## config.mk

```make
export PLATFORM = sky130hd
export DESIGN_NAME = frt_timer
export DESIGN_NICKNAME = d
export VERILOG_FILES = /design/src/hdl/frt_pkg.sv /design/src/hdl/frt_edge_sync.sv /design/src/hdl/frt_timer.sv
export SDC_FILE = /design/constraint.sdc
export NUM_CORES = 1
export LEC_CHECK = 0
export ABC_AREA = 1
export BUFFER_PORTS_ARGS = -buffer_cell sky130_fd_sc_hd__buf_2
export CAP_MARGIN = 20
export CORE_MARGIN = 5
export CORE_UTILIZATION = 50
export CTS_CLUSTER_SIZE = 40
export DETAILED_ROUTE_END_ITERATION = 10
export PLACE_DENSITY = 0.8
export SETUP_SLACK_MARGIN = 0.3
export SLEW_MARGIN = 20
export SYNTH_ARGS = -nofsm -noshare
export SYNTH_HDL_FRONTEND = slang
export SYNTH_SLANG_ARGS = --single-unit
```

## constraint.sdc

```tcl
create_clock -name core_clk -period 3.5 [get_ports core_clk]
set_clock_uncertainty 0.1 [all_clocks]
set_input_delay 0.7 -clock core_clk [delete_from_list [all_inputs] [get_ports core_clk]]
set_output_delay 0.7 -clock core_clk [all_outputs]
set_load 0.01 [all_outputs]
```

## src/hdl/frt_pkg.sv

```systemverilog
// constants shared by the free-running capture/compare timer
package frt_pkg;

  // ------------------------------------------------------------
  // counter and compare values
  // ------------------------------------------------------------
  localparam logic [15:0] FRT_COUNT_RESET   = 16'hfffc; // reload and reset count
  localparam logic [15:0] FRT_COUNT_MAX     = 16'hffff; // last count before wrap
  localparam logic [15:0] FRT_COMPARE_RESET = 16'h8000; // compare register reset value
  localparam int          FRT_CHANNELS      = 2;        // capture and compare channels

  // ------------------------------------------------------------
  // timer clock select encoding
  // ------------------------------------------------------------
  localparam logic [1:0] FRT_CLK_DIV4 = 2'h0; // core clock / 4
  localparam logic [1:0] FRT_CLK_DIV2 = 2'h1; // core clock / 2
  localparam logic [1:0] FRT_CLK_DIV8 = 2'h2; // core clock / 8
  localparam logic [1:0] FRT_CLK_EXT  = 2'h3; // external count clock pin

  // prescaler terminal counts (divide ratio minus one)
  localparam logic [2:0] FRT_PRESC_DIV2 = 3'h1;
  localparam logic [2:0] FRT_PRESC_DIV4 = 3'h3;
  localparam logic [2:0] FRT_PRESC_DIV8 = 3'h7;

  // ------------------------------------------------------------
  // status byte bit positions
  // ------------------------------------------------------------
  localparam int FRT_ST_CAPTURE1 = 7;
  localparam int FRT_ST_COMPARE1 = 6;
  localparam int FRT_ST_WRAP     = 5;
  localparam int FRT_ST_CAPTURE2 = 4;
  localparam int FRT_ST_COMPARE2 = 3;

endpackage

```

## src/hdl/frt_edge_sync.sv

```systemverilog
// two-flop pin synchroniser with rise and fall pulse detection
`timescale 1ns/1ps
`default_nettype none
module frt_edge_sync (
  input  wire logic core_clk,  // core clock
  input  wire logic rst_n,     // synchronous reset, active low
  input  wire logic ce,        // clock enable
  input  wire logic pinIn,     // asynchronous pin
  output logic      risePulse, // one cycle after a synced rise
  output logic      fallPulse  // one cycle after a synced fall
);

  // ------------------------------------------------------------
  // synchroniser and history
  // ------------------------------------------------------------
  logic syncFirst;  // first stage, read only by syncSecond
  logic syncSecond; // second stage, safe level
  logic syncLast;   // previous safe level

  // shift chain, frozen while ce is low
  always_ff @(posedge core_clk) begin
    if (!rst_n) begin
      syncFirst  <= 1'b0;
      syncSecond <= 1'b0;
      syncLast   <= 1'b0;
    end else if (ce) begin
      syncFirst  <= pinIn;
      syncSecond <= syncFirst;
      syncLast   <= syncSecond;
    end
  end

  // edge pulses only qualify on an enabled cycle
  assign risePulse = ce & syncSecond & ~syncLast;
  assign fallPulse = ce & ~syncSecond & syncLast;

endmodule
`default_nettype wire

```

## src/hdl/frt_timer.sv

```systemverilog
// 16-bit free-running timer with two capture and two compare channels
// Notes on behaviour
// - high byte read freezes low byte buffer
// - lone low read returns live low byte
// - wrap from max to zero sets flag
// - wrap interrupt needs enable and clear mask
// - wrap flag clears: status read, low access
// - shadow low access never clears wrap flag
// - runs in wait, holds count in halt
// - both select bits one picks external clock
// - edge polarity bit picks external active edge
// - capture edge copies count into capture register
// - capture sets flag, shared interrupt enable
// - capture flag clears: status read, low access
// - capture high read blocks captures until low
// - pins always live; modes allow channel two
// - compare registers software only, reset 8000h
// - match sets flag, drives pin, interrupts
// - compare flag clears: status read, low access
// - high write inhibits, low write re-enables, clears
// - divide-by-two matches equal, others equal plus one
// - pin disabled: general I/O, interrupt still possible
// - force bit copies level, no flag
// - internal clock is core divided 2/4/8
// - counter low write reloads FFFCh, reset too
`timescale 1ns/1ps
`default_nettype none
module frt_timer (
  input  wire logic       core_clk,           // core clock, 20 MHz
  input  wire logic       rst_n,              // synchronous reset, active low
  input  wire logic       ce,                 // clock enable, freezes all state
  input  wire logic       haltMode,           // high while the MCU is halted
  input  wire logic       globalIrqMask,      // global interrupt mask, high blocks
  input  wire logic       onePulseMode,       // one-pulse mode selected
  input  wire logic       pwmMode,            // pwm mode selected
  input  wire logic [1:0] timerClockSelect,   // timer clock source
  input  wire logic       extEdgePolarity,    // 1 rising, 0 falling ext edge
  input  wire logic [1:0] captureEdgeSelect,  // per channel, 1 rising, 0 falling
  input  wire logic       wrapIrqEnable,      // overflow interrupt enable
  input  wire logic       captureIrqEnable,   // shared capture interrupt enable
  input  wire logic       compareIrqEnable,   // shared compare interrupt enable
  input  wire logic [1:0] comparePinEnable,   // compare pin owned by the timer
  input  wire logic [1:0] compareOutputLevel, // level driven on match or force
  input  wire logic [1:0] forceLevelBit,      // pulse, force level onto pin
  input  wire logic       extCountClockPin,   // external count clock pin
  input  wire logic [1:0] captureInputPin,    // capture pins
  input  wire logic       statusRead,         // pulse, status byte read
  input  wire logic       countHighRead,      // pulse, counter high byte read
  input  wire logic       countLowRead,       // pulse, counter low byte read
  input  wire logic       countLowWrite,      // pulse, counter low byte write
  input  wire logic       shadowHighRead,     // pulse, shadow high byte read
  input  wire logic       shadowLowRead,      // pulse, shadow low byte read
  input  wire logic       shadowLowWrite,     // pulse, shadow low byte write
  input  wire logic [1:0] captureHighRead,    // pulses, capture high byte reads
  input  wire logic [1:0] captureLowRead,     // pulses, capture low byte reads
  input  wire logic [1:0] compareHighRead,    // pulses, compare high byte reads
  input  wire logic [1:0] compareLowRead,     // pulses, compare low byte reads
  input  wire logic [1:0] compareHighWrite,   // pulses, compare high byte writes
  input  wire logic [1:0] compareLowWrite,    // pulses, compare low byte writes
  input  wire logic [7:0] writeData,          // byte written with a write pulse
  output logic      [7:0] readData,           // byte of the last read
  output logic            readValid,          // pulse, readData updated
  output logic            wrapFlag,           // overflow flag
  output logic      [1:0] captureFlag,        // capture flags
  output logic      [1:0] compareFlag,        // compare flags
  output logic            timerIrq,           // timer interrupt request
  output logic      [1:0] compareOutputPin,   // compare pin latch
  output logic      [1:0] compareOutputOe     // high while timer drives the pin
);
  import frt_pkg::*;

  // ------------------------------------------------------------
  // declarations
  // ------------------------------------------------------------
  logic [15:0] count;             // free-running counter
  logic [2:0]  prescale;          // internal prescaler
  logic [2:0]  prescaleTop;       // selected terminal count
  logic        tick;              // counter advance this cycle
  logic        countStep;         // counter advanced last cycle
  logic        extRise;           // synced external rise
  logic        extFall;           // synced external fall
  logic [1:0]  capRise;           // synced capture rises
  logic [1:0]  capFall;           // synced capture falls
  logic        lowAccess;         // any counter low byte access
  logic [7:0]  countLowBuf;       // frozen low byte, counter pair
  logic        countBufValid;     // counter pair read in progress
  logic [7:0]  shadowLowBuf;      // frozen low byte, shadow pair
  logic        shadowBufValid;    // shadow pair read in progress
  logic        wrapArmed;         // status seen with wrap flag set
  logic        wrapSet;           // counter wraps this cycle
  logic [15:0] captureValue [2];  // capture registers
  logic [1:0]  captureLock;       // high byte read, low pending
  logic [1:0]  captureArmed;      // status seen with capture flag set
  logic [1:0]  captureEvent;      // qualified capture this cycle
  logic [15:0] compareValue [2];  // compare registers
  logic [1:0]  compareInhibit;    // high written, low pending
  logic [1:0]  compareArmed;      // status seen with compare flag set
  logic [1:0]  compareMatch;      // match this cycle
  logic [7:0]  statusByte;        // assembled status byte

  // low byte of a word
  function automatic logic [7:0] lowByte(input logic [15:0] w);
    return w[7:0];
  endfunction

  // high byte of a word
  function automatic logic [7:0] highByte(input logic [15:0] w);
    return w[15:8];
  endfunction

  // ------------------------------------------------------------
  // pin synchronisers
  // ------------------------------------------------------------
  frt_edge_sync extSync (
    .core_clk  (core_clk),
    .rst_n     (rst_n),
    .ce        (ce),
    .pinIn     (extCountClockPin),
    .risePulse (extRise),
    .fallPulse (extFall)
  );

  frt_edge_sync capSync0 (
    .core_clk  (core_clk),
    .rst_n     (rst_n),
    .ce        (ce),
    .pinIn     (captureInputPin[0]),
    .risePulse (capRise[0]),
    .fallPulse (capFall[0])
  );

  frt_edge_sync capSync1 (
    .core_clk  (core_clk),
    .rst_n     (rst_n),
    .ce        (ce),
    .pinIn     (captureInputPin[1]),
    .risePulse (capRise[1]),
    .fallPulse (capFall[1])
  );

  // ------------------------------------------------------------
  // timer clock
  // ------------------------------------------------------------
  // prescaler terminal count from the clock select
  always_comb begin
    case (timerClockSelect)
      FRT_CLK_DIV2: prescaleTop = FRT_PRESC_DIV2;
      FRT_CLK_DIV8: prescaleTop = FRT_PRESC_DIV8;
      default:      prescaleTop = FRT_PRESC_DIV4;
    endcase
  end

  // prescaler, stopped in halt, untouched by wait
  always_ff @(posedge core_clk) begin
    if (!rst_n) begin
      prescale <= 3'h0;
    end else if (ce && !haltMode) begin
      if (prescale >= prescaleTop) begin
        prescale <= 3'h0;
      end else begin
        prescale <= prescale + 3'h1;
      end
    end
  end

  // external edges rely on the source staying under a quarter rate
  always_comb begin
    if (haltMode) begin
      tick = 1'b0;
    end else if (timerClockSelect == FRT_CLK_EXT) begin
      tick = extEdgePolarity ? extRise : extFall;
    end else begin
      tick = ce && (prescale >= prescaleTop);
    end
  end

  // ------------------------------------------------------------
  // counter
  // ------------------------------------------------------------
  assign lowAccess = countLowRead | countLowWrite;
  assign wrapSet   = tick && (count == FRT_COUNT_MAX) && !(countLowWrite || shadowLowWrite);

  // count advance and reload on a low byte write
  always_ff @(posedge core_clk) begin
    if (!rst_n) begin
      count <= FRT_COUNT_RESET;
    end else if (ce) begin
      if (countLowWrite || shadowLowWrite) begin
        count <= FRT_COUNT_RESET;
      end else if (tick) begin
        count <= count + 16'h0001;
      end
    end
  end

  // marks the cycle in which a new count is visible
  always_ff @(posedge core_clk) begin
    if (!rst_n) begin
      countStep <= 1'b0;
    end else if (ce) begin
      countStep <= tick;
    end
  end

  // ------------------------------------------------------------
  // two-byte read buffers
  // ------------------------------------------------------------
  // counter pair: first high read freezes the low byte
  always_ff @(posedge core_clk) begin
    if (!rst_n) begin
      countLowBuf   <= 8'h00;
      countBufValid <= 1'b0;
    end else if (ce) begin
      if (countLowRead) begin
        countBufValid <= 1'b0;
      end else if (countHighRead && !countBufValid) begin
        countLowBuf   <= lowByte(count);
        countBufValid <= 1'b1;
      end
    end
  end

  // shadow pair behaves the same, independently
  always_ff @(posedge core_clk) begin
    if (!rst_n) begin
      shadowLowBuf   <= 8'h00;
      shadowBufValid <= 1'b0;
    end else if (ce) begin
      if (shadowLowRead) begin
        shadowBufValid <= 1'b0;
      end else if (shadowHighRead && !shadowBufValid) begin
        shadowLowBuf   <= lowByte(count);
        shadowBufValid <= 1'b1;
      end
    end
  end

  // ------------------------------------------------------------
  // wrap flag
  // ------------------------------------------------------------
  // set wins over clear; only counter low access clears
  always_ff @(posedge core_clk) begin
    if (!rst_n) begin
      wrapFlag  <= 1'b0;
      wrapArmed <= 1'b0;
    end else if (ce) begin
      if (wrapSet) begin
        wrapFlag <= 1'b1;
      end else if (wrapArmed && lowAccess) begin
        wrapFlag  <= 1'b0;
        wrapArmed <= 1'b0;
      end else if (statusRead && wrapFlag) begin
        wrapArmed <= 1'b1;
      end
    end
  end

  // ------------------------------------------------------------
  // input capture
  // ------------------------------------------------------------
  // channel one is taken by one-pulse and pwm modes
  always_comb begin
    for (int i = 0; i < FRT_CHANNELS; i++) begin
      captureEvent[i] = (captureEdgeSelect[i] ? capRise[i] : capFall[i])
                        && !captureLock[i];
    end
    if (onePulseMode || pwmMode) begin
      captureEvent[0] = 1'b0;
    end
  end

  // capture registers, lock and flags per channel
  always_ff @(posedge core_clk) begin
    if (!rst_n) begin
      for (int i = 0; i < FRT_CHANNELS; i++) begin
        captureValue[i] <= 16'h0000;
      end
      captureLock  <= 2'h0;
      captureFlag  <= 2'h0;
      captureArmed <= 2'h0;
    end else if (ce) begin
      for (int i = 0; i < FRT_CHANNELS; i++) begin
        if (captureEvent[i]) begin
          captureValue[i] <= count;
        end
        if (captureLowRead[i]) begin
          captureLock[i] <= 1'b0;
        end else if (captureHighRead[i]) begin
          captureLock[i] <= 1'b1;
        end
        if (captureEvent[i]) begin
          captureFlag[i] <= 1'b1;
        end else if (captureArmed[i] && captureLowRead[i]) begin
          captureFlag[i]  <= 1'b0;
          captureArmed[i] <= 1'b0;
        end else if (statusRead && captureFlag[i]) begin
          captureArmed[i] <= 1'b1;
        end
      end
    end
  end

  // ------------------------------------------------------------
  // output compare
  // ------------------------------------------------------------
  // match checked once per new count, offset by the clock source
  always_comb begin
    for (int i = 0; i < FRT_CHANNELS; i++) begin
      if (timerClockSelect == FRT_CLK_DIV2) begin
        compareMatch[i] = countStep && (count == compareValue[i]);
      end else begin
        compareMatch[i] = countStep && (count == compareValue[i] + 16'h0001);
      end
      compareMatch[i] = compareMatch[i] && !compareInhibit[i];
    end
  end

  // compare registers only change by software writes
  always_ff @(posedge core_clk) begin
    if (!rst_n) begin
      for (int i = 0; i < FRT_CHANNELS; i++) begin
        compareValue[i] <= FRT_COMPARE_RESET;
      end
      compareInhibit <= 2'h0;
    end else if (ce) begin
      for (int i = 0; i < FRT_CHANNELS; i++) begin
        if (compareHighWrite[i]) begin
          compareValue[i][15:8] <= writeData;
          compareInhibit[i]     <= 1'b1;
        end
        if (compareLowWrite[i]) begin
          compareValue[i][7:0] <= writeData;
          compareInhibit[i]    <= 1'b0;
        end
      end
    end
  end

  // compare flags; pwm blocks both, one-pulse blocks channel one
  always_ff @(posedge core_clk) begin
    if (!rst_n) begin
      compareFlag  <= 2'h0;
      compareArmed <= 2'h0;
    end else if (ce) begin
      for (int i = 0; i < FRT_CHANNELS; i++) begin
        if (compareMatch[i] && !pwmMode && !(onePulseMode && i == 0)) begin
          compareFlag[i] <= 1'b1;
        end else if (compareLowWrite[i]) begin
          compareFlag[i]  <= 1'b0;
          compareArmed[i] <= 1'b0;
        end else if (compareArmed[i] && compareLowRead[i]) begin
          compareFlag[i]  <= 1'b0;
          compareArmed[i] <= 1'b0;
        end else if (statusRead && compareFlag[i]) begin
          compareArmed[i] <= 1'b1;
        end
      end
    end
  end

  // pin latch: low in reset, follows level on match or force
  always_ff @(posedge core_clk) begin
    if (!rst_n) begin
      compareOutputPin <= 2'h0;
    end else if (ce) begin
      for (int i = 0; i < FRT_CHANNELS; i++) begin
        if (compareMatch[i] && comparePinEnable[i]) begin
          compareOutputPin[i] <= compareOutputLevel[i];
        end else if (forceLevelBit[i] && !onePulseMode && !pwmMode) begin
          compareOutputPin[i] <= compareOutputLevel[i];
        end
      end
    end
  end

  // pin is general I/O unless the channel owns it
  assign compareOutputOe = comparePinEnable;

  // ------------------------------------------------------------
  // interrupt request
  // ------------------------------------------------------------
  // pending flags wait for their enable and a clear mask
  assign timerIrq = !globalIrqMask && ((wrapFlag && wrapIrqEnable)
                    || ((|captureFlag) && captureIrqEnable)
                    || ((|compareFlag) && compareIrqEnable));

  // ------------------------------------------------------------
  // read data
  // ------------------------------------------------------------
  always_comb begin
    statusByte = 8'h00;
    statusByte[FRT_ST_CAPTURE1] = captureFlag[0];
    statusByte[FRT_ST_COMPARE1] = compareFlag[0];
    statusByte[FRT_ST_WRAP]     = wrapFlag;
    statusByte[FRT_ST_CAPTURE2] = captureFlag[1];
    statusByte[FRT_ST_COMPARE2] = compareFlag[1];
  end

  // registered byte of whichever register was read
  always_ff @(posedge core_clk) begin
    if (!rst_n) begin
      readData  <= 8'h00;
      readValid <= 1'b0;
    end else if (ce) begin
      readValid <= statusRead | countHighRead | countLowRead | shadowHighRead
                   | shadowLowRead | (|captureHighRead) | (|captureLowRead)
                   | (|compareHighRead) | (|compareLowRead);
      if (statusRead) begin
        readData <= statusByte;
      end else if (countHighRead || shadowHighRead) begin
        readData <= highByte(count);
      end else if (countLowRead) begin
        readData <= countBufValid ? countLowBuf : lowByte(count);
      end else if (shadowLowRead) begin
        readData <= shadowBufValid ? shadowLowBuf : lowByte(count);
      end else if (captureHighRead[0]) begin
        readData <= highByte(captureValue[0]);
      end else if (captureHighRead[1]) begin
        readData <= highByte(captureValue[1]);
      end else if (captureLowRead[0]) begin
        readData <= lowByte(captureValue[0]);
      end else if (captureLowRead[1]) begin
        readData <= lowByte(captureValue[1]);
      end else if (compareHighRead[0]) begin
        readData <= highByte(compareValue[0]);
      end else if (compareHighRead[1]) begin
        readData <= highByte(compareValue[1]);
      end else if (compareLowRead[0]) begin
        readData <= lowByte(compareValue[0]);
      end else if (compareLowRead[1]) begin
        readData <= lowByte(compareValue[1]);
      end
    end
  end

endmodule
`default_nettype wire

```

Word-level counts from Yosys, hierarchy flattened

Memories as Yosys holds them, arrays and structs flattened.
Cells that the tools add are included.

Add/subtract/negate cells: 4
Order comparisons: 1
Eq/ne operators: 8
Mux-type cells: 97
Bitwise logic cells: 40
Reduce and logical (&&, ||, !) cells: 101

Operators with widths:

| cell                                                             | number |
|---|---|
| 8-bit 2-to-1 mux                                                 | 18 |
| 1-bit 2-to-1 mux                                                 | 73 |
| 16-bit == test                                                   | 4 |
| 16-bit 2-to-1 mux                                                | 4 |
| 16-bit by 1-bit adder with 16-bit output (second input constant) | 3 |
| 1-bit logical AND                                                | 37 |
| 2-bit AND reduction                                              | 15 |
| 2-bit nonzero test                                               | 15 |
| 3-bit AND reduction                                              | 7 |
| 16-bit == test (second input constant)                           | 1 |
| 1-bit OR                                                         | 15 |
| 1-bit NOT                                                        | 13 |
| 1-bit AND                                                        | 12 |
| 12-bit nonzero test                                              | 1 |
| 3-bit nonzero test                                               | 4 |
| 2-bit OR reduction                                               | 6 |
| 1-bit zero test                                                  | 11 |
| 3-bit one-hot mux with 2 select lines                            | 1 |
| 1-bit logical OR                                                 | 5 |
| 2-bit == test (second input constant)                            | 2 |
| 3-bit by 1-bit adder with 3-bit output (second input constant)   | 1 |
| 3-bit greater-or-equal comparator                                | 1 |
| 3-bit 2-to-1 mux                                                 | 1 |
| 2-bit by 1-bit == test with 1-bit output (second input constant) | 1 |

Bits in registers: 72
Bits in writable memories: 64
Input port bits: 51
Output and inout bits: 19
Logic and storage cells: 287
Memories kept: 2

Memories:

| memory       | words | bits a word | read ports | clocked after Yosys merged registers in | wr ports | line            | source |
|---|---|---|---|---|---|---|---|
| captureValue | 2     | 16          | 2          | 0                                       | 2        | frt_timer.sv:91 | `logic [15:0] captureValue [2];` |
| compareValue | 2     | 16          | 2          | 0                                       | 2        | frt_timer.sv:95 | `logic [15:0] compareValue [2];` |

Depth between registers and ports, before layout

Gate-level depths: netlist of run 1.
An unclocked memory read counts as a cell.

Depth in word-level cells: 13
Mapped depth: 18
Depth with buffers taken out: 18

By module

Synthesis of run 1 repeated with hierarchy kept, for this count alone.

Cells, all modules: 1059
Area total of the unflattened synthesis: 7623.6 um^2

By module, submodules not included:

| module        | times used | cells an instance | area an instance (um^2) | seq. area each (um^2) |
|---|---|---|---|---|
| frt_timer     | 1          | 1008              | 7263.2                  | 3183.1 |
| frt_edge_sync | 3          | 17                | 120.1                   | 60.1 |

Worst setup path before layout of run 1

OpenSTA, ideal clock, no wires.

Path type: input-to-reg
Start point: in timerClockSelect[0]
End point: reg count[9]
Setup time: 119 ps
Data arrival time: 2251 ps
Required time: 3281 ps
Slack: 1030 ps
Cell stages on the path: 16
Path buffers: 0
Cell sequence: inv_2 > nor2_4 > ha_1 > nand2_1 > nand2_1 > a21o_1 > a21oi_1 > nor2_2 > inv_2 > nand2_4 > inv_1 > nor2_2 > nand3b_1 > nor2_2 > xor2_1 > nand2_1

Cells in the longest elaborated chain, start to end: 8
Elaborated cells between the ends (all ways): 10
Classes of those cells: 1 x order compare; 3 x eq/ne; 3 x mux; 3 x reduce/logical

RTL lines:

| what                                                                      | line             | source |
|---|---|---|
| start, declared                                                           | frt_timer.sv:36  | `input wire logic [1:0] timerClockSelect,` |
| 2-bit == test or 2-bit by 1-bit == test with 1-bit output (tied branches) | frt_timer.sv:146 | `case (timerClockSelect)` |
| 3-bit one-hot mux with 2 select lines                                     | frt_timer.sv:146 |  |
| 3-bit greater-or-equal comparator                                         | frt_timer.sv:173 | `tick = ce && (prescale >= prescaleTop);` |
| 1-bit logical AND                                                         | frt_timer.sv:173 |  |
| 1-bit 2-to-1 mux *                                                        | frt_timer.sv:170 | `end else if (timerClockSelect == FRT_CLK_EXT) begin` |
| 1-bit 2-to-1 mux *                                                        | frt_timer.sv:168 | `if (haltMode) begin` |
| 2-bit nonzero test (no line) *                                            | -                |  |
| 2-bit AND reduction (no line) *                                           | -                |  |
| end signal, assigned                                                      | frt_timer.sv:191 | `count <= count + 16'h0001;` |
| end, declared                                                             | frt_timer.sv:75  | `logic [15:0] count;` |

Mark *: on every way between the ends. The rest lies on a longest branch, timed or not.
A chain may end at the register's enable or synchronous reset.

Final worst setup path of run 1

Start point: in timerClockSelect[1]
End point: reg compareOutputPin[0]

Cells in the longest elaborated chain, start to end: 6
Elaborated cells between the ends (all ways): 7
Classes of those cells: 1 x eq/ne; 2 x mux; 4 x reduce/logical

RTL lines:

| what                                       | line             | source |
|---|---|---|
| 2-bit by 1-bit == test with 1-bit output * | frt_timer.sv:309 | `if (timerClockSelect == FRT_CLK_DIV2) begin` |
| 1-bit 2-to-1 mux *                         | frt_timer.sv:309 |  |
| 1-bit logical AND *                        | frt_timer.sv:314 | `compareMatch[i] = compareMatch[i] && !compareInhibit[i];` |
| 1-bit logical AND *                        | frt_timer.sv:367 | `if (compareMatch[i] && comparePinEnable[i]) begin` |
| 2-bit nonzero test (no line)               | -                |  |
| 2-bit AND reduction (no line)              | -                |  |
| end signal, assigned by index              | frt_timer.sv:368 | `compareOutputPin[i] <= compareOutputLevel[i];` |
| end signal, assigned by index              | frt_timer.sv:370 | `compareOutputPin[i] <= compareOutputLevel[i];` |
| end, declared                              | frt_timer.sv:67  | `output logic [1:0] compareOutputPin,` |

Marked as above.

==> flow_metrics.tcl, run 1 <==
set metrics [dict create \
    clock-sinks 136 \
    status "completed" \
    reg2regPathDepth 16 \
    fin_area_um2 8620 \
    wl_per_cell_um 17.7 \
    ys_seq_area_share_pct 44.3 \
    grt_setup_unrepaired "no" \
    clockBufferDepth 2 \
    drtIter0Drc 872 \
    synth-simple-area-share_pct 27.5 \
    switchingPower_mw 1.16 \
    pwr-share-clk_pct 42.7 \
    synth_flop_cell "dfxtp_1" \
    worst_slew_pin_slew_ns 0.821 \
    cp_max_fo 26 \
    yosysMostFrequentCell "nand2_1" \
    hold_path_class "register to register" \
    cellPowerDensity_nw_per_um2 475 \
    fill_cells 1304 \
    setup_tns_ns 0 \
    cts_buffers 17 \
    ios 70 \
    synthTopCellsByArea "edfxtp_1, dfxtp_1, nand2_1" \
    synthesis.nets 1105 \
    antenna_found_initial 0 \
    crit_type "input pin to register" \
    place.gp.congestion 0.970 \
    combPwrFrac_pct 11.9 \
    syn_avg_cell_area_um2 7.24 \
    max-vdd-ir-drop_v 0.000314 \
    synth_edf_count 64 \
    grt_first_pass_wirelength_mm 36.0 \
    synth_top_family_by_area "simple AND/OR/NAND/NOR gates" \
    postRouteAntennaNets 0 \
    root_buffer "clkbuf_16" \
    via_per_inst 5.78 \
    track_usage_pct 25.6 \
    setup_violations 0 \
    crit_arrival_ns 2.84 \
    ys_async_sr_fraction_pct 0 \
    die_h_um 133 \
    fin_crit_sh_pct 74.9 \
    timing.fmax_mhz 381 \
    yosys_warnings 0 \
    min_period_ns 2.62 \
    start_util_pct 50.5 \
    post_route_cells_drive_above_1_share_pct 11.4 \
    num_vias 7531 \
    die_width_um 133 \
    cts.clk_slew.worst_paths_ns 0.06 \
    grt_max_degree 29 \
    ctsHoldBuffers 0 \
    p_leak_nw 3.90 \
    synthTopCellsByCount "nand2_1, nor2_1, inv_1" \
    place_inst 1272 \
    post-route-util_pct 57.4 \
    syn_to_final_growth_pct 13.7 \
    antenna_cells 0 \
    relSlewSlack_pct 45.3 \
    drt_pass1_iterations 8 \
    min_delay_path_depth 2 \
    ctsHtreeMaxLevel 4 \
    synth.area.mux_share_pct 0 \
    drc 0 \
    clkLatencyLatePin_ns 0.42 \
    grt_pass1_vias 6964 \
    hold_violations 0 \
    critPathLaunchType "input pin" \
    synth_compound_area_share_pct 15.4 \
    hpwl_mm 16.9 \
    switching_share_pct 28.4 \
    synth_cells 1048 \
    end_kind "register" \
    globalRouteOverflowTotal 0 \
    post_cts_resized 0 \
    slew_viol_final 0 \
    rows 45 \
    cts_tree "yes" \
    die-area_um2 17700 \
    yosysTopAreaCell "edfxtp_1" \
    portBuffers 69 \
    wl_mm 23.1 \
    drv_cap 0 \
    synthAdderAreaFrac_pct 0.989 \
    cp.required_ns 3.72 \
    core_um2 15000 \
    cts_setup_buffers 0 \
    synth-xor-area-share_pct 3.53 \
    pwr-share-seq_pct 45.5 \
    placed_area_um2 8060 \
    internal-power_mw 2.93 \
    nets 1160 \
    netlist_area_um2 7590 \
    synth.distinct_cells 46 \
    ys_seq_elements 136 \
    synth.top_cell.area_share_pct 25.3 \
    final_cells 1304 \
]
==> placed cells by master, fill, tap and decap left out, types with 8 or more instances in the layout <==
master	Yosys	routed
a21oi_1	92	92
buf_2	4	69
buf_4	4	8
nor2_1	124	124
inv_1	116	117
xor2_1	17	17
dfxtp_1	72	72
nand2_1	258	258
edfxtp_1	64	64
nor3_1	11	11
nand4_1	22	22
clkbuf_16	0	17
xnor2_1	11	11
o21ai_0	91	91
nand3_1	62	62
==> registers in the layout, summed over array words and instances (netlist names), 3 cells and up <==
| register | count |
|---|---|
| captureValue | 32 |
| compareValue | 32 |
| count | 16 |
| countLowBuf | 8 |
| readData | 8 |
| shadowLowBuf | 8 |
| prescale | 3 |
==> layout make-up <==
class | instances | area [µm²] | share of cell area (%)
Sequential cell | 136 | 3360 | 39.0
Inverter | 121 | 457 | 5.30
Tap cell | 188 | 235 | 2.73
Timing Repair Buffer | 77 | 405 | 4.70
Clock buffer | 17 | 425 | 4.93
Multi-Input combinational cell | 750 | 3600 | 41.7
Clock inverter | 15 | 140 | 1.63
==> layer usage <==
metal,track usage (%),share of wire (%)
met1,34.0,40
met4,11.1,3.9
met5,0,0
met3,5.63,11
met2,40.5,45
==> through the flow <==
step,worst slack (ns),total power [mW],hold slack (ns)
floorplan,1.03,2.19,0.320
global placement,0.519,2.35,0.331
detailed placement,0.564,2.36,0.334
CTS,0.933,4.08,0.344
global route,0.573,4.22,0.362
finish,0.878,4.10,0.342
==> kinds of logic (layout without fill, tap and decap cells) <==
logic type,count (synthesis),count (layout)
fa+ha+maj,6,6
buf+inv,162,230
xor+xnor,29,29
simple gates,498,498
flops,136,136
compound gates,217,217
==> final timing paths <==
kind	slack (ns)	end	startpoint
worst max-delay path	0.88	compareOutputPin[0]$_SDFFE_PN0P_	timerClockSelect[1]
worst min-delay path	0.34	shadowLowBuf[3]$_SDFFE_PN0P_	shadowLowBuf[3]$_SDFFE_PN0P_
worst max register to register	0.89	compareArmed[1]$_SDFFE_PN0P_	compareValue[1][1]$_DFFE_PP_
worst min register to register	0.34	shadowLowBuf[3]$_SDFFE_PN0P_	shadowLowBuf[3]$_SDFFE_PN0P_
==> critical path, cell delays in order <==
cell     delay [ns]
buf_2          0.14
inv_2          0.06
nand2_2        0.39
nand3_1        0.22
nor2_1         0.13
nand2_1        0.06
nand2_1        0.06
nand2_1        0.05
nor2_1         0.09
nand2_1        0.06
nor2_1         0.11
nand2_1        0.07
nor2_1         0.29
nand3_1        0.13
nand2_1        0.10
nand3_1        0.06
nand2_1        0.07
nor2_1         0.04
==> power groups by stage <==
stage	Clock [mW]	Sequential [mW]	Combinational [mW]
finish	1.75	1.86	0.486
global route	1.81	1.87	0.543
CTS	1.74	1.86	0.476
detailed placement	0	1.89	0.471
global placement	0	1.89	0.462
floorplan	0	1.86	0.329
(Power assumes the default switching activity.)
==> run 2: changes to the inputs <==
--- a/config.mk
+++ b/config.mk
@@ -5,7 +5,7 @@
 export SDC_FILE = /design/constraint.sdc
 export NUM_CORES = 1
 export LEC_CHECK = 0
-export ABC_AREA = 1
+export ABC_AREA = 0
 export BUFFER_PORTS_ARGS = -buffer_cell sky130_fd_sc_hd__buf_2
 export CAP_MARGIN = 20
 export CORE_MARGIN = 5
==> constraint.sdc (replaced) <==
create_clock -name core_clk -period 2.6 [get_ports core_clk]
set_clock_uncertainty 0.1 [all_clocks]
set_input_delay 0.52 -clock core_clk [delete_from_list [all_inputs] [get_ports core_clk]]
set_output_delay 0.52 -clock core_clk [all_outputs]
set_load 0.01 [all_outputs]
==> run 2 against run 1 <==
  * Via count down 6.8%
  * Sequential share of layout area down 2.7 points
  * Cell count down 14%
  * First-iteration DRC count up 5.6%
  * Core utilization up 6.0 points
  * Setup slack worse by 0.76 ns
  * Sequential power up 32%
  * Largest cell class unchanged
  * Combinational power up 48%
==> flow_metrics.tcl, run 2 <==
set metrics [dict create \
    worst_slew_pin_slew_ns 0.775 \
    ctsHtreeMaxLevel 4 \
    start_util_pct 51.3 \
    top_regs "captureValue x32, compareValue x32, count x16" \
    crit_family "simple AND/OR/NAND/NOR gates" \
    status "completed" \
    postRouteAntennaNets 0 \
    ys_seq_area_share_pct 44.7 \
    place.gp.congestion 0.946 \
    worst_slack_ns 0.113 \
    mostFrequentLayoutCells "nand2_1, buf_4, dfxtp_1" \
    combPwrFrac_pct 13.0 \
    relSlewSlack_pct 48.3 \
    hold_violations 0 \
    cp.required_ns 2.81 \
    fill_cells 1131 \
    max-vdd-ir-drop_v 0.000458 \
    pwr-share-clk_pct 42.5 \
    synth_flop_cell "dfxtp_1" \
    synth.distinct_cells 72 \
    nets 975 \
    hpwl_mm 16.5 \
    min_period_ns 2.49 \
    drv_cap 0 \
    cts_buffers 17 \
    antenna_found_initial 0 \
    die_width_um 133 \
    drtIter0Drc 921 \
    ys_async_sr_fraction_pct 0 \
    cts.clk_slew.worst_paths_ns 0.06 \
    via_per_inst 6.30 \
    worstPathCellList "nand3_1 -> nor3_2 -> nand4_1 -> mux2_4 -> nor3_2 -> and4_4 -> nor2_1 -> o221a_1" \
    clkLatencyLatePin_ns 0.43 \
    num_vias 7020 \
    setup_tns_ns 0 \
    met3_usage_pct 6.87 \
    cts_tree "yes" \
    slew_viol_final 0 \
    switchingPower_mw 1.48 \
    grt_max_degree 43 \
    end_kind "register" \
    internal-power_mw 4.03 \
    ctsHoldBuffers 0 \
    clock-sinks 136 \
    grtUsageMet1_pct 32.6 \
    path_common_cell "nor3_2" \
    globalRouteOverflowTotal 0 \
    syn_avg_cell_area_um2 9.36 \
    cp_max_fo 6 \
    switching_share_pct 26.8 \
    fin_crit_sh_pct 95.6 \
    root_buffer "clkbuf_16" \
    track_usage_pct 25.8 \
    critPathLaunchType "register" \
    die_h_um 133 \
    ys_seq_elements 136 \
    hold_path_class "input pin to register" \
    place_inst 1065 \
    timing.fmax_mhz 402 \
    portBuffers 69 \
    critPathMaxStageDelay_ns 0.50 \
    pwr-share-seq_pct 44.5 \
    mostFrequentLayoutCell "nand2_1" \
    rows 44 \
    synth_edf_count 64 \
    grt_first_pass_wirelength_mm 35.5 \
    ios 70 \
    crit_slowest_cell "edfxtp_1" \
    wl_per_cell_um 21.2 \
    final_cells 1115 \
    post_route_cells_drive_above_1_share_pct 26.2 \
    syn_to_final_growth_pct 23.3 \
    yosys_warnings 0 \
    grt.met2_usage_pct 41.4 \
    place_ws_ns -0.0858 \
    drc 0 \
    p_leak_nw 3.68 \
    synth.top_cell.area_share_pct 25.6 \
    yosysMostFrequentCell "nand2_1" \
    grt_pass1_vias 6609 \
    critPathBufInv 0 \
    crit_type "register to register" \
    netlist_area_um2 7520 \
    synth_cells 803 \
    setup_violations 0 \
    core_um2 14600 \
    wl_mm 23.6 \
    drt_pass1_iterations 7 \
    antenna_cells 0 \
    synthesis.nets 860 \
    clockBufferDepth 2 \
    grt_setup_unrepaired "yes" \
    die-area_um2 17600 \
    power_mw 5.51 \
    synthTopCellsByArea "edfxtp_1, dfxtp_1, mux2i_1" \
    crit_arrival_ns 2.70 \
    top_usage_layer "met2" \
    yosysTopAreaCell "edfxtp_1" \
    synthTopCellsByCount "nand2_1, dfxtp_1, edfxtp_1" \
    cellPowerDensity_nw_per_um2 594 \
]
==> run 2: cell families (layout without fill, tap and decap cells) <==
group / after synthesis / after routing / synth area share, %
and+or+nand+nor: 312 / 312 / 21.3
AOI/OAI and AO/OA: 166 / 166 / 14.9
DFF: 136 / 136 / 44.7
buffers and inverters: 75 / 203 / 4.26
muxes: 57 / 57 / 7.87
xor gates and xnor gates: 51 / 51 / 5.94
adders and majority gates: 6 / 6 / 0.998
==> run 2: per-stage QoR <==
stage	util, %	hold slack, ns	cell area (µm²)
floorplan	-	0.328	7560
CTS	61.9	0.223	9070
detailed placement	57.3	0.347	8390
global placement	57.3	0.342	8390
global route	63.3	0.231	9280
finish	63.3	0.225	9280
==> run 2: area by class of cell <==
type                            instances  area [µm²]  area share [%]
Clock buffer                           20         458            4.94
Sequential cell                       136        3370            36.3
Inverter                               19        83.8           0.904
Tap cell                              184         230            2.48
Timing Repair Buffer                  152        1010            10.9
Clock inverter                         12         110            1.19
Multi-Input combinational cell        592        4020            43.3
==> run 2: per-layer routing <==
| layer | part of all wire [%] | vias to the layer above | wire length (µm) |
|---|---|---|---|
| met2 | 47 | 465 | 11100 |
| met5 | 0 | - | 0 |
| met1 | 38 | 3304 | 9050 |
| li1 | - | 3151 | - |
| met3 | 10 | 100 | 2470 |
| met4 | 4.3 | 0 | 1020 |
==> run 2: what timing repair did <==
action                     4_1_cts  5_1_grt
setup buffers                    6       12
gates resized for setup         13       28
pin swaps                       11       17
setup endpoints to repair        7       18
==> run 2: tightest hold or removal path: cells and delay by family <==
family	cells	cell delay, ns
simple gates	1	0.07
mux	1	0.05
buf+inv	1	0.07
==> run 2: final timing paths <==
kind	end	slack, ns	cells after the start	from
hold / removal	extSync.syncFirst$_SDFFE_PN0P_	0.22	3	extCountClockPin
setup reg to reg	compareArmed[0]$_SDFFE_PN0P_	0.11	8	compareValue[0][5]$_DFFE_PP_
setup / recovery	compareArmed[0]$_SDFFE_PN0P_	0.11	8	compareValue[0][5]$_DFFE_PP_
hold reg to reg	readData[2]$_SDFFE_PN0P_	0.36	2	readData[2]$_SDFFE_PN0P_
==> run 2: power groups by stage <==
stage / logic, mW / clock network (mW) / registers (mW)
global route: 0.766 / 2.44 / 2.46
floorplan: 0.405 / 0 / 2.45
global placement: 0.604 / 0 / 2.49
finish: 0.717 / 2.34 / 2.45
CTS: 0.649 / 2.34 / 2.45
detailed placement: 0.619 / 0 / 2.49
==> run 3: changes to the inputs <==
--- a/config.mk
+++ b/config.mk
@@ -9,10 +9,11 @@
 export BUFFER_PORTS_ARGS = -buffer_cell sky130_fd_sc_hd__buf_2
 export CAP_MARGIN = 20
 export CORE_MARGIN = 5
-export CORE_UTILIZATION = 50
+export CORE_UTILIZATION = 35
 export CTS_CLUSTER_SIZE = 40
 export DETAILED_ROUTE_END_ITERATION = 10
-export PLACE_DENSITY = 0.8
+export PLACE_DENSITY = 0.63
+export RECOVER_POWER = 25
 export SETUP_SLACK_MARGIN = 0.3
 export SLEW_MARGIN = 20
 export SYNTH_ARGS = -nofsm -noshare
==> constraint.sdc (replaced) <==
create_clock -name core_clk -period 2.4 [get_ports core_clk]
set_clock_uncertainty 0.1 [all_clocks]
set_input_delay 0.48 -clock core_clk [delete_from_list [all_inputs] [get_ports core_clk]]
set_output_delay 0.48 -clock core_clk [all_outputs]
set_load 0.01 [all_outputs]
==> run 3 against run 2 <==
  * Critical endpoint is now compareArmed[1]$_SDFFE_PN0P_
  * Sequential power grew 8%
  * Global-route usage shrank 6.4 points
  * Clock power grew 9.0%
  * Clock-buffer cell count shrank 1
  * The flow now finishes with violations (negative setup slack)
  * Sequential share of layout area shrank 2.6 points
  * Register-to-register slack lost 0.15 ns
  * Largest cell class unchanged
  * Combinational power grew 26%
  * Sequential cell count is the same
  * Core utilization shrank 16 points
  * Via count shrank 3.9%
==> flow_metrics.tcl, run 3 (synthesis gave the netlist of run 2 again) <==
set metrics [dict create \
    timing.fmax_mhz 411 \
    ctsHtreeMaxLevel 4 \
    globalRouteOverflowTotal 0 \
    grt.met2_usage_pct 31.3 \
    p_leak_nw 3.93 \
    syn_to_final_growth_pct 33.1 \
    cp_max_fo 4 \
    die_h_um 157 \
    placed_area_um2 8840 \
    pwr-share-seq_pct 43.3 \
    crit_slowest_cell "edfxtp_1" \
    worst_slew_pin_slew_ns 0.558 \
    fin_area_um2 10000 \
    crit_family "compound AO/OA/AOI/OAI gates" \
    start_util_pct 35.7 \
    wl_per_cell_um 19.1 \
    die_width_um 157 \
    mostFrequentLayoutCells "buf_4, nand2_1, dfxtp_1" \
    grt_pass1_vias 6478 \
    hold_path_class "input pin to register" \
    cp.required_ns 2.62 \
    clock-sinks 136 \
    hold_ws_ns 0.191 \
    combPwrFrac_pct 14.9 \
    path_common_cell "buf_4" \
    met3_usage_pct 4.51 \
    num_vias 6749 \
    switchingPower_mw 1.64 \
    path_depth 11 \
    mostFrequentLayoutCell "buf_4" \
    portBuffers 69 \
    post-route-util_pct 47.4 \
    drtIter0Drc 470 \
    cts_buffers 17 \
    violations "negative setup slack" \
    place_inst 1195 \
    hold_violations 0 \
    switching_share_pct 26.9 \
    root_buffer "clkbuf_16" \
    drv_cap 0 \
    postRouteAntennaNets 0 \
    drt_pass1_iterations 5 \
    critPathBufInv 3 \
    clkLatencyLatePin_ns 0.42 \
    place.gp.congestion 0.923 \
    critPathLaunchType "register" \
    ios 70 \
    core_um2 21100 \
    cts.clk_slew.worst_paths_ns 0.06 \
    max-vdd-ir-drop_v 0.000576 \
    clockBufferDepth 2 \
    r2r_end "compareArmed[1]$_SDFFE_PN0P_" \
    min_period_ns 2.43 \
    grt_max_degree 38 \
    setup_violations 3 \
    die-area_um2 24500 \
    ctsHoldBuffers 0 \
    cts_tree "yes" \
    grt_setup_unrepaired "yes" \
    top_regs "captureValue x32, compareValue x32, count x16" \
    hold_path_startpoint "captureInputPin[0]" \
    nets 1018 \
    ff2ff_setup_slack_ns -0.03 \
    antenna_cells 0 \
    reg2reg_from "compareValue[1][0]$_DFFE_PP_" \
    drc 0 \
    min_delay_path_depth 3 \
    holdPathEnd "capSync0.syncFirst$_SDFFE_PN0P_" \
    wl_mm 23.8 \
    crit_type "register to register" \
    end_kind "register" \
    internal-power_mw 4.45 \
    slew_viol_final 0 \
    fin_crit_sh_pct 101 \
    status "finished, violations left" \
    pwr-share-clk_pct 41.9 \
    via_per_inst 5.40 \
    relSlewSlack_pct 62.5 \
    grt_first_pass_wirelength_mm 36.4 \
    rows 53 \
    cellPowerDensity_nw_per_um2 609 \
    worstPathCellList "ha_2 -> and4_4 -> nand4_1 -> buf_4 -> a221oi_2 -> a211oi_2 -> o211ai_1 -> buf_4 -> nor4_4 -> buf_4 -> o221a_1" \
    top_usage_layer "met2" \
    antenna_found_initial 0 \
    track_usage_pct 19.3 \
    worst_slack_ns -0.0321 \
    hpwl_mm 17.7 \
    grtUsageMet1_pct 25.3 \
    final_cells 1249 \
    reg2regPathDepth 11 \
    critPathMaxStageDelay_ns 0.39 \
    crit_arrival_ns 2.65 \
    post_route_cells_drive_above_1_share_pct 32.4 \
]
## run 3: worst min-delay path, cell delays in order
cell and delay (ns):
buf_2 0.07, mux2i_1 0.05, nor2_1 0.07
## run 3: timing repair
item / CTS / global route
cloned: 0 / 0
pin swaps: 42 / 38
setup endpoints to repair: 22 / 27
setup buffers: 17 / 5
gates resized for setup: 59 / 41
## run 3: worst max-delay path by stage
stage	start	end	slack, ns
after global routing	compareValue[1][0]$_DFFE_PP_	compareOutputPin[1]$_SDFFE_PN0P_	-0.16
after global placement	timerClockSelect[1]	compareArmed[0]$_SDFFE_PN0P_	-0.22
after detailed placement	timerClockSelect[1]	compareArmed[0]$_SDFFE_PN0P_	-0.28
after CTS	compareValue[1][6]$_DFFE_PP_	compareArmed[1]$_SDFFE_PN0P_	-0.003
final	compareValue[1][0]$_DFFE_PP_	compareArmed[1]$_SDFFE_PN0P_	-0.03
after floorplan	timerClockSelect[1]	count[11]$_SDFFE_PN1P_	-0.25
## run 3: metrics by stage
| step | setup WS (ns) | TNS, ns | power, mW |
|---|---|---|---|
| after floorplan | -0.255 | -0.995 | 3.10 |
| after global placement | -0.218 | -2.43 | 3.44 |
| after detailed placement | -0.278 | -3.02 | 3.45 |
| after CTS | -0.00264 | -0.00264 | 6.06 |
| after global routing | -0.163 | -0.626 | 6.32 |
| final | -0.0321 | -0.0737 | 6.09 |
## run 3: area by class of cell
| cell class | instances | area (µm²) |
|---|---|---|
| Clock buffer | 19 | 454 |
| Clock inverter | 13 | 115 |
| Fill cell | 1991 | 11100 |
| Inverter | 19 | 76.3 |
| Multi-Input combinational cell | 592 | 4250 |
| Sequential cell | 136 | 3370 |
| Tap cell | 275 | 344 |
| Timing Repair Buffer | 195 | 1400 |
## run 3: power by group through the flow
stage,clock [mW],sequential (mW),combinational (mW)
final,2.55,2.64,0.906
after CTS,2.58,2.64,0.838
after global placement,0,2.68,0.758
after detailed placement,0,2.68,0.763
after global routing,2.70,2.65,0.975
after floorplan,0,2.66,0.441
## run 3: routing by layer
| metal | share of wire [%] | routed length (µm) | up-vias |
|---|---|---|---|
| met5 | 0 | 0 | - |
| met4 | 3.4 | 815 | 0 |
| met3 | 6.0 | 1430 | 50 |
| met2 | 48 | 11400 | 229 |
| met1 | 43 | 10200 | 3242 |
| li1 | - | - | 3228 |
